==> config.mk <==
export PLATFORM = sky130hd
export DESIGN_NAME = dmc_channel_engine
export DESIGN_NICKNAME = d
export VERILOG_FILES = /design/src/core/dmc_pkg.sv /design/src/core/dmc_alu_if.sv /design/src/core/dmc_alu.sv /design/src/core/dmc_channel_engine.sv
export VERILOG_INCLUDE_DIRS = /design/src /design/src/core
export SDC_FILE = /design/constraint.sdc
export NUM_CORES = 1
export LEC_CHECK = 0
export BUFFER_PORTS_ARGS = -buffer_cell sky130_fd_sc_hd__buf_2
export CAP_MARGIN = 10
export CORE_MARGIN = 4
export CORE_UTILIZATION = 48
export CTS_BUF_LIST = sky130_fd_sc_hd__clkbuf_4 sky130_fd_sc_hd__clkbuf_8 sky130_fd_sc_hd__clkbuf_16
export DETAILED_ROUTE_END_ITERATION = 8
export GPL_TIMING_DRIVEN = 1
export PLACE_DENSITY = 0.76
export REMOVE_ABC_BUFFERS = 1
export SYNTH_ARGS = -nofsm -noshare
export SYNTH_HDL_FRONTEND = slang
export SYNTH_SLANG_ARGS = --single-unit
==> constraint.sdc <==
create_clock -name clk -period 6 [get_ports clk]
set_clock_uncertainty 0.05 [all_clocks]
set_input_delay 0.3 -clock clk [delete_from_list [all_inputs] [get_ports clk]]
set_output_delay 0.3 -clock clk [all_outputs]
set_load 0.01 [all_outputs]
==> src/core/dmc_defines.svh <==
`ifndef DMC_DEFINES_SVH
`define DMC_DEFINES_SVH
`define DMC_NUM_CH        3
`define DMC_NUM_SRC       8
`define DMC_ADDR_W        16
`define DMC_BASE_LATENCY  2
`define DMC_WRITE_PENALTY 3
`define DMC_CPU_GAP       1
`define DMC_MODE_INC      2'h1
`define DMC_MODE_DEC      2'h2
`define DMC_MODE_STATIC   2'h0
`endif

==> src/core/dmc_pkg.sv <==
package dmc_pkg;
	typedef enum logic [1:0] {
		DMC_ADDR_STATIC,
		DMC_ADDR_INC,
		DMC_ADDR_DEC,
		DMC_ADDR_RSVD
	} dmc_addr_mode_t;
	typedef enum {
		DMC_IDLE,
		DMC_WAIT,
		DMC_MOVE,
		DMC_GAP
	} dmc_state_t;
endpackage

==> src/core/dmc_alu_if.sv <==
interface dmc_alu_if;
	logic [15:0] base;
	logic [15:0] count;
	logic [1:0]  mode;
	logic        word;
	logic [15:0] addr;
	modport core (output base, output count, output mode, output word, input addr);
	modport alu  (input base, input count, input mode, input word, output addr);
endinterface

==> src/core/dmc_alu.sv <==
`include "dmc_defines.svh"
module dmc_alu
	import dmc_pkg::*;
(
	dmc_alu_if.alu p
);
	// ================================
	// Address arithmetic, 16 bits wide
	always_comb begin
		unique case (p.mode)
			`DMC_MODE_INC: p.addr = p.base + p.count;
			`DMC_MODE_DEC: p.addr = p.base - p.count;
			default: begin
				// Word static alternates low/high byte
				p.addr = p.word ? (p.base + {15'h0, p.count[0]}) : p.base;
			end
		endcase
	end
endmodule

==> src/core/dmc_channel_engine.sv <==
// Behaviour
// - Software transfer starts only if enabled, source assigned, trigger bit set.
// - Byte counter per channel increments for every byte moved.
// - Counter equal to block length sets the channel completion flag.
// - Completion flag with interrupt enable raises CPU interrupt request.
// - Single active channel is serviced after two cycles latency.
// - Writes to another channel's registers mid-transfer add three cycles.
// - Lower priority channels wait behind higher priority channels.
// - At least one CPU cycle between transfers of successive channels.
// - Addresses come from a 16-bit arithmetic unit, 16 bits wide.
// - Source and destination bases are fixed pointers, never modified.
// - Incrementing address is base plus byte counter.
// - Decrementing address is base minus byte counter.
// - Static address in byte mode is the unmodified base.
// - Finite mode clears transfer enable when block length is reached.
// - Loop mode keeps the channel enabled and restarts from bases.
// - Byte k uses base plus or minus k-1, or base.
// - Word mode moves two bytes; static alternates base and base plus one.
// - Eight transfer source inputs; each channel selects one.
`include "dmc_defines.svh"
module dmc_channel_engine
	import dmc_pkg::*;
#(
	parameter int NCH = `DMC_NUM_CH,
	parameter int NSRC = `DMC_NUM_SRC
)(
	input  wire logic                 clk,
	input  wire logic                 resetn,
	input  wire logic [NCH-1:0]       enable_set,
	input  wire logic [NCH-1:0]       enable_clr,
	input  wire logic [NSRC-1:0]      software_trigger_bit,
	input  wire logic [NCH*3-1:0]     transfer_source_select,
	input  wire logic [NCH*2-1:0]     src_mode,
	input  wire logic [NCH*2-1:0]     dst_mode,
	input  wire logic [NCH-1:0]       byte_word_select,
	input  wire logic [NCH-1:0]       channel_loop_select,
	input  wire logic [NCH-1:0]       channel_interrupt_enable,
	input  wire logic [NCH*16-1:0]    src_base,
	input  wire logic [NCH*16-1:0]    dst_base,
	input  wire logic [NCH*16-1:0]    channel_block_length,
	input  wire logic [NCH-1:0]       chan_reg_write,
	input  wire logic [NCH-1:0]       flag_clr,
	output logic [NCH-1:0]            channel_transfer_enable,
	output logic [NCH-1:0]            channel_completion_flag,
	output logic                      cpu_irq_ff,
	output logic                      bus_valid_ff,
	output logic [15:0]               bus_src_addr_ff,
	output logic [15:0]               bus_dst_addr_ff,
	output logic [1:0]                bus_chan_ff,
	output logic [NCH*16-1:0]         byte_count
);
	// ================================
	// State
	logic [NCH-1:0]      ten_ff, nxt_ten, flag_ff, nxt_flag;
	logic [15:0]         cnt_ff [NCH];
	logic [15:0]         nxt_cnt [NCH];
	dmc_state_t          st_ff, nxt_st;
	logic [2:0]          lat_ff, nxt_lat;
	logic [1:0]          ch_ff, nxt_ch, last_ff, nxt_last;
	logic                irq_nxt, valid_nxt;
	logic [15:0]         sa_nxt, da_nxt;
	logic [NCH-1:0]      req;
	dmc_alu_if           s_if ();
	dmc_alu_if           d_if ();

	dmc_alu u_src (.p(s_if));
	dmc_alu u_dst (.p(d_if));

	function automatic logic [1:0] pick(input logic [NCH-1:0] r);
		pick = 2'h0;
		for (int i = NCH - 1; i >= 0; i--) begin
			if (r[i]) begin
				pick = i[1:0];
			end
		end
	endfunction

	// ================================
	// Request qualification
	always_comb begin
		for (int i = 0; i < NCH; i++) begin
			// Source select picks one of eight inputs
			req[i] = ten_ff[i] && software_trigger_bit[transfer_source_select[i*3 +: 3]];
		end
	end

	// Bases go straight to the ALU; no register ever writes them back
	assign s_if.base  = src_base[ch_ff*16 +: 16];
	assign d_if.base  = dst_base[ch_ff*16 +: 16];
	assign s_if.count = cnt_ff[ch_ff];
	assign d_if.count = cnt_ff[ch_ff];
	assign s_if.mode  = src_mode[ch_ff*2 +: 2];
	assign d_if.mode  = dst_mode[ch_ff*2 +: 2];
	assign s_if.word  = byte_word_select[ch_ff];
	assign d_if.word  = byte_word_select[ch_ff];

	// ================================
	// Scheduler and counters
	always_comb begin
		nxt_st = st_ff;
		nxt_lat = lat_ff;
		nxt_ch = ch_ff;
		nxt_last = last_ff;
		nxt_ten = (ten_ff | enable_set) & ~enable_clr;
		nxt_flag = flag_ff & ~flag_clr;
		valid_nxt = 1'b0;
		sa_nxt = bus_src_addr_ff;
		da_nxt = bus_dst_addr_ff;
		for (int i = 0; i < NCH; i++) begin
			nxt_cnt[i] = cnt_ff[i];
		end
		unique case (st_ff)
			DMC_IDLE: begin
				if (|req) begin
					nxt_ch = pick(req);
					nxt_lat = 3'(`DMC_BASE_LATENCY - 1);
					nxt_st = DMC_WAIT;
				end
			end
			DMC_WAIT: begin
				// Foreign channel writes stall the service
				if ((chan_reg_write & ~(NCH'(1) << ch_ff)) != '0) begin
					// Penalty replaces this cycle's countdown, so add one less
					nxt_lat = lat_ff + 3'(`DMC_WRITE_PENALTY - 1);
				end else if (lat_ff != 3'h0) begin
					nxt_lat = lat_ff - 3'h1;
				end else begin
					nxt_st = DMC_MOVE;
				end
			end
			DMC_MOVE: begin
				valid_nxt = 1'b1;
				sa_nxt = s_if.addr;
				da_nxt = d_if.addr;
				nxt_cnt[ch_ff] = cnt_ff[ch_ff] + 16'h1;
				nxt_last = ch_ff;
				if (cnt_ff[ch_ff] + 16'h1 == channel_block_length[ch_ff*16 +: 16]) begin
					nxt_flag[ch_ff] = 1'b1;
					if (channel_loop_select[ch_ff]) begin
						nxt_cnt[ch_ff] = 16'h0;
					end else begin
						nxt_ten[ch_ff] = 1'b0;
					end
				end
				// Word mode: high byte moves in the next cycle
				if (byte_word_select[ch_ff] && !cnt_ff[ch_ff][0] && nxt_cnt[ch_ff] != 16'h0) begin
					nxt_st = DMC_MOVE;
				end else begin
					nxt_st = DMC_GAP;
				end
			end
			DMC_GAP: begin
				// One cycle left to the CPU before next channel
				nxt_st = DMC_IDLE;
			end
		endcase
		irq_nxt = |(nxt_flag & channel_interrupt_enable);
	end

	always_ff @(posedge clk or negedge resetn) begin
		if (!resetn) begin
			st_ff <= DMC_IDLE;
			lat_ff <= 3'h0;
			ch_ff <= 2'h0;
			last_ff <= 2'h0;
			ten_ff <= '0;
			flag_ff <= '0;
			cpu_irq_ff <= 1'b0;
			bus_valid_ff <= 1'b0;
			bus_src_addr_ff <= 16'h0;
			bus_dst_addr_ff <= 16'h0;
			bus_chan_ff <= 2'h0;
			for (int i = 0; i < NCH; i++) begin
				cnt_ff[i] <= 16'h0;
			end
		end else begin
			st_ff <= nxt_st;
			lat_ff <= nxt_lat;
			ch_ff <= nxt_ch;
			last_ff <= nxt_last;
			ten_ff <= nxt_ten;
			flag_ff <= nxt_flag;
			cpu_irq_ff <= irq_nxt;
			bus_valid_ff <= valid_nxt;
			bus_src_addr_ff <= sa_nxt;
			bus_dst_addr_ff <= da_nxt;
			bus_chan_ff <= ch_ff;
			for (int i = 0; i < NCH; i++) begin
				cnt_ff[i] <= nxt_cnt[i];
			end
		end
	end

	assign channel_transfer_enable = ten_ff;
	assign channel_completion_flag = flag_ff;
	generate
		for (genvar g = 0; g < NCH; g++) begin : g_cnt
			assign byte_count[g*16 +: 16] = cnt_ff[g];
		end
	endgenerate
endmodule

**Word level (Yosys, flattened, before mapping)**

Cells that the tools add are included.

- Flip-flop bits (word level): 127
- Input port bits: 196
- Output and inout bits: 90
- Word-level logic and storage cells: 125

- Add/subtract/negate cells: 9
- $lt $le $gt $ge: 7
- Eq/ne operators: 12
- Shift-type cells: 6
- Multiplexer cells: 46
- Bitwise gates (word level): 14
- Reductions and logical operators: 18

Operators with widths:

| kind | count |
|---|---|
| $mux W48 | 3 |
| $shiftx A48 B7 Y16 | 3 |
| $pmux W32 S4 | 1 |
| $mux W16 | 7 |
| $mux W32 | 3 |
| $bmux W16 S2 | 2 |
| $eq A32 B2 Y1 const B | 2 |
| $pmux W16 S2 | 2 |
| $and A48 B48 Y48 | 1 |
| $bwmux W48 | 1 |
| $not A48 Y48 | 1 |
| $add A16 B1 Y16 | 2 |
| $add A16 B16 Y16 | 2 |
| $demux W16 S2 | 1 |
| $eq A32 B1 Y1 const B | 1 |
| $logic_not A32 Y1 | 1 |
| $sub A16 B16 Y16 | 2 |
| $mux W3 | 8 |
| $add A16 B1 Y16 const B | 1 |
| $eq A16 B16 Y1 | 1 |
| $reduce_bool A16 Y1 | 1 |
| $and A3 B3 Y3 | 5 |
| $lt A3 B4 Y1 const B | 3 |
| $not A3 Y3 | 4 |
| 27 further kinds | 54 |

**Longest topological paths before layout**

- Depth after elaboration: 17
- Gate-level depth with buffers: 29
- Depth with buffers taken out: 19

**Modules after synthesis**

From an unflattened synthesis, not the netlist that was laid out.

- Cell total of the unflattened synthesis: 1092
- Area, all modules: 9301.4 µm²

By module, submodules not included:

| module | instances | cells each | area an instance (µm²) | seq. area each (µm²) |
|---|---|---|---|---|
| dmc_channel_engine | 1 | 666 | 6438.7 | 2427.3 |
| dmc_alu at u_dst | 1 | 215 | 1451.4 | 0.0 |
| dmc_alu at u_src | 1 | 211 | 1411.4 | 0.0 |

**Worst setup path before layout**

No wires, ideal clock.

- Path kind: register to register
- From: reg ch_ff[0]
- To: reg bus_dst_addr_ff[14]
- Library setup time: 0.077 ns
- Arrival time: 5.648 ns
- Required time: 5.873 ns
- Path slack: 0.225 ns
- Stages on the path, launching flop included: 29
- Buffers on the path: 10
- Period minus slack after synthesis: 5.775 ns
- Cell sequence: dfrtp_1 -> buf_6 -> buf_6 -> buf_6 -> buf_6 -> buf_6 -> buf_2 -> buf_2 -> buf_1 -> mux2i_1 -> nor2_1 -> a21oi_1 -> ha_1 -> clkbuf_1 -> clkbuf_1 -> o21ai_0 -> fa_1 -> a21o_1 -> a21oi_1 -> o21ai_0 -> a21oi_1 -> o21bai_1 -> a21oi_1 -> o21bai_1 -> a2111o_1 -> a41oi_1 -> xnor2_1 -> o21ai_0 -> a21oi_1

- Longest elaborated chain between the ends: 7
- Elaborated cells on any way between the ends: 15
- Classes of those cells: add/sub: 3; eq/ne: 2; shift: 2; mux: 7; bitwise: 1

RTL lines:

| element | RTL line | text |
|---|---|---|
| from (decl) | dmc_channel_engine.sv:59 | `logic [1:0] ch_ff, nxt_ch, last_ff, nxt_last;` |
| from (signal assigned) | dmc_channel_engine.sv:179 | `ch_ff <= nxt_ch;` |
| branches (longest 6 deep; another with $add A16 B1 Y16) | n/a |  |
| $pmux W16 S2 (*) | dmc_alu.sv:10 | `unique case (p.mode)` |
| to (signal assigned) | dmc_channel_engine.sv:186 | `bus_dst_addr_ff <= da_nxt;` |
| to (decl) | dmc_channel_engine.sv:48 | `output logic [15:0] bus_dst_addr_ff,` |

Mark *: on every way between the ends. The select of a mux whose other input is x is not followed.
A chain may end at the register's enable or synchronous reset.

**Final worst setup path**

- From: reg ch_ff[0]
- To: reg bus_src_addr_ff[14]

- Longest elaborated chain between the ends: 7
- Elaborated cells on any way between the ends: 15
- Classes of those cells: add/sub: 3; eq/ne: 2; shift: 2; mux: 7; bitwise: 1

RTL lines:

| element | RTL line | text |
|---|---|---|
| branches (longest 6 deep; another with $add A16 B1 Y16) | n/a |  |
| $pmux W16 S2 (*) | dmc_alu.sv:10 |  |
| to (signal assigned) | dmc_channel_engine.sv:185 | `bus_src_addr_ff <= sa_nxt;` |
| to (decl) | dmc_channel_engine.sv:47 | `output logic [15:0] bus_src_addr_ff,` |

Marked as above.

==> flow_summary_export.csv <==
group,metric,value,unit
logic_synthesis,synth_ff_type,"dfrtp_1",
critical_path,critPathTopFamily,"compound AO/OA/AOI/OAI gates",
placed_design,place_congestion,0.959,
route,routed_wl,30200,um
grt,grt-ovfl-total,0,
critical_path,path_cells,"and2b_4 > buf_12 > nand2_1 > o21ai_0 > ha_1 > o21ai_0 > fa_1 > a21o_1 > a21oi_1 > o21ai_0 > a21oi_1 > o21bai_1 > a21oi_1 > o21bai_1 > a2111o_1 > a41oi_1 > xnor2_1 > o21ai_0 > a21oi_1",
clocking,path_clk_slew,0.07,ns
critical_path,r2r_slack,0.56,ns
finish,num-nets-final,1623,
clocking,cts_tree,"built",
critical_path,max_stage_delay,0.60,ns
route,viasPerCell,5.74,
clocking,cts_made_buffers,9,
grt,grt_pass1_vias,9220,
floorplan,rows,50,
route,drtIter0Drc,551,
placed_design,io_buffers,285,
logic_synthesis,syn-cell-area,9320,um^2
critical_path,critPathMaxFanout,48,
timing,worst_slack,0.555,ns
finish,drive_gt1_share,26.2,%
clocking,cts.sinks,97,
route,vias,9455,
outcome,status,"complete, no violations",
min_path,min_path_type,"in2reg",
clocking,post_cts_buffers,0,
logic_synthesis,ys_warn_count,0,
floorplan,pin_count,286,
critical_path,worstSetupPathDepth,19,
timing,timing.final.hold_violations,0,
logic_synthesis,synthCells,1132,
finish,final_common_cell,"buf_2",
power_and_ir_drop,vdd_ir_drop_max,327,uV
finish,multi_input_area,6420,um^2
floorplan,dieArea,21700,um^2
floorplan,initial_core_util,49.3,%
critical_path,r2r_end,"bus_src_addr_ff[14]",
critical_path,crit_path_end,"bus_src_addr_ff[14]",
clocking,cts.htree.levels,3,
power_and_ir_drop,power_density,779,nW/um^2
finish,antenna_cells,0,
route,dr.pass1.iters,5,
critical_path,worstSetupStartpoint,"ch_ff[0]",
critical_path,cp-end-kind,"flop",
floorplan,coreArea,18900,um^2
logic_synthesis,synth-edff-count,0,
timing,setup_violations,0,
power_and_ir_drop,static-leakage-power,5.12,nW
floorplan,dieWidth,147,um
logic_synthesis,syn_area_per_cell,8.23,um^2
critical_path,reg2reg_depth,19,
critical_path,crit_type,"reg2reg",
timing,worst_pin_slew,0.917,ns
logic_synthesis,ys_seq_area_share,26.0,%
clocking,root_buffer,"clkbuf_16",
finish,final-seq-area,2430,um^2
timing,fmaxAchievable,184,MHz
critical_path,cp.buffers_inverters,1,
run,maxCapViolations,0,
placed_design,hpwlAfterDp,23500,um
logic_synthesis,synth.distinct_cells,82,
clocking,clock_path_buffers,2,
grt,track_usage,27.1,%
grt,grt_pass1_wl,47800,um
critical_path,cp_data_arrival_time,5.68,ns
finish,nFillCells,1786,
timing,rsz0062_at_grt,"false",
min_path,hold_path_depth,2,
critical_path,timing.rr.start,"ch_ff[0]",
route,ant_nets,0,
timing,hold_ws,0.0571,ns
critical_path,crit_path_start_kind,"flop",
timing,drv_slew,0,
logic_synthesis,yosys_register_bits,97,
finish,area_growth,20.4,%
timing,maxSlewHeadroom,38.9,%
grt,grt_max_degree,67,
timing,finalCritPeriodShare,90.7,%
critical_path,required,6.24,ns
critical_path,crit_slowest_cell,"dfrtp_4",
logic_synthesis,synth-async-reset-ratio,100,%
finish,final_cell_mix,"buf_2, nand2_1, nor2_1, dfrtp_1, xnor2_1",
clocking,clk_latency,0.36,ns
timing,fin_crit,5.44,ns
route,drc_errors,0,
placed_design,place_ws,0.661,ns
floorplan,die_y,147,um
route,avgRoutedWirePerCell,18.4,um
grt,grt_antenna_before_repair,0,
==> per-stage QoR <==
step	power, mW	instance area, um^2	std cells	TNS (ns)	util (%)
floorplan	6.28	8990	1070	-39.51	-
global placement	7.90	10900	1630	0	57.6
detailed placement	8.01	10900	1630	0	57.6
CTS	8.71	11200	1647	0	59.4
global route	9.56	11200	1647	0	59.4
finish	8.74	11200	1647	0	59.4
==> what timing repair did <==
| item | in CTS | in global routing |
|---|---|---|
| gates resized for setup | 0 | 0 |
| hold buffers | 1 | 0 |
| endpoints found under the hold margin | 38 | 0 |
==> synthesized netlist by cell type, drive strengths merged (6+ instances only) <==
cell     number  area, um^2
xor2         16         140
nor2        131         492
nand2       132         495
or3           6        37.5
nand4        21         150
o2bb2ai      22         312
and3          7        43.8
xnor2        83         734
mux2i        79         791
dfrtp        97        2430
o21bai        7        52.6
nor3         27         135
clkbuf       31         116
buf          31         216
mux4          6         135
nor2b        11        68.8
o211ai        8        60.1
o31ai        31         233
nand3        23         125
ha           43         538
a21o         11        82.6
nor3b         6        50.1
inv          37         139
a21oi        78         394
a2bb2oi       7        67.6
mux2         11         124
a31oi        10        62.6
o21ai        78         402
and4          7        61.3
==> layout make-up <==
type,instances,share of cell area [%]
multi-input combinational,935,57.2
sequential,97,21.7
inverter,38,1.27
clock inverter,5,0.780
tap,260,2.90
clock buffer,11,2.20
timing repair buffer,301,13.9
==> kinds of logic after synthesis <==
group           synth area share, %
simple gates                   20.4
compound gates                 21.6
buf+inv                        5.10
xor+xnor                       9.39
flops                          26.0
mux                            11.3
fa+ha+maj                      6.20
==> layer usage <==
layer  wire (um)  vias up  global-route usage, %
li1            -     4576                      -
met1       12900     4469                   35.3
met2       14700      384                   47.4
met3        2290       26                   4.35
met4         410        0                   6.29
met5           0        -                      0
==> power breakdown <==
part	internal (mW)	switching, mW	leakage [nW]
clock	0.386	0.282	0.161
combinational	2.81	4.06	3.76
sequential	0.952	0.246	1.20
total	4.15	4.59	5.12
==> state kept, by name, summed over array words and instances (netlist names) <==
signal and flops:
byte_count 48, bus_dst_addr_ff 16, bus_src_addr_ff 16, channel_completion_flag 3, channel_transfer_enable 3, lat_ff 3
bus_chan_ff 2, ch_ff 2, st_ff 2, bus_valid_ff 1, cpu_irq_ff 1
==> worst min-delay path by stage <==
stage                              from                    endpoint  slack, ns
after floorplan                  resetn              bus_chan_ff[0]      -0.05
after global placement           resetn         bus_src_addr_ff[10]       0.25
after detailed placement         resetn          bus_src_addr_ff[8]       0.26
after CTS                 enable_clr[1]  channel_transfer_enable[1]       0.05
after global routing      enable_clr[1]  channel_transfer_enable[1]       0.07
final                     enable_clr[1]  channel_transfer_enable[1]       0.06
(Power assumes the default switching activity.)
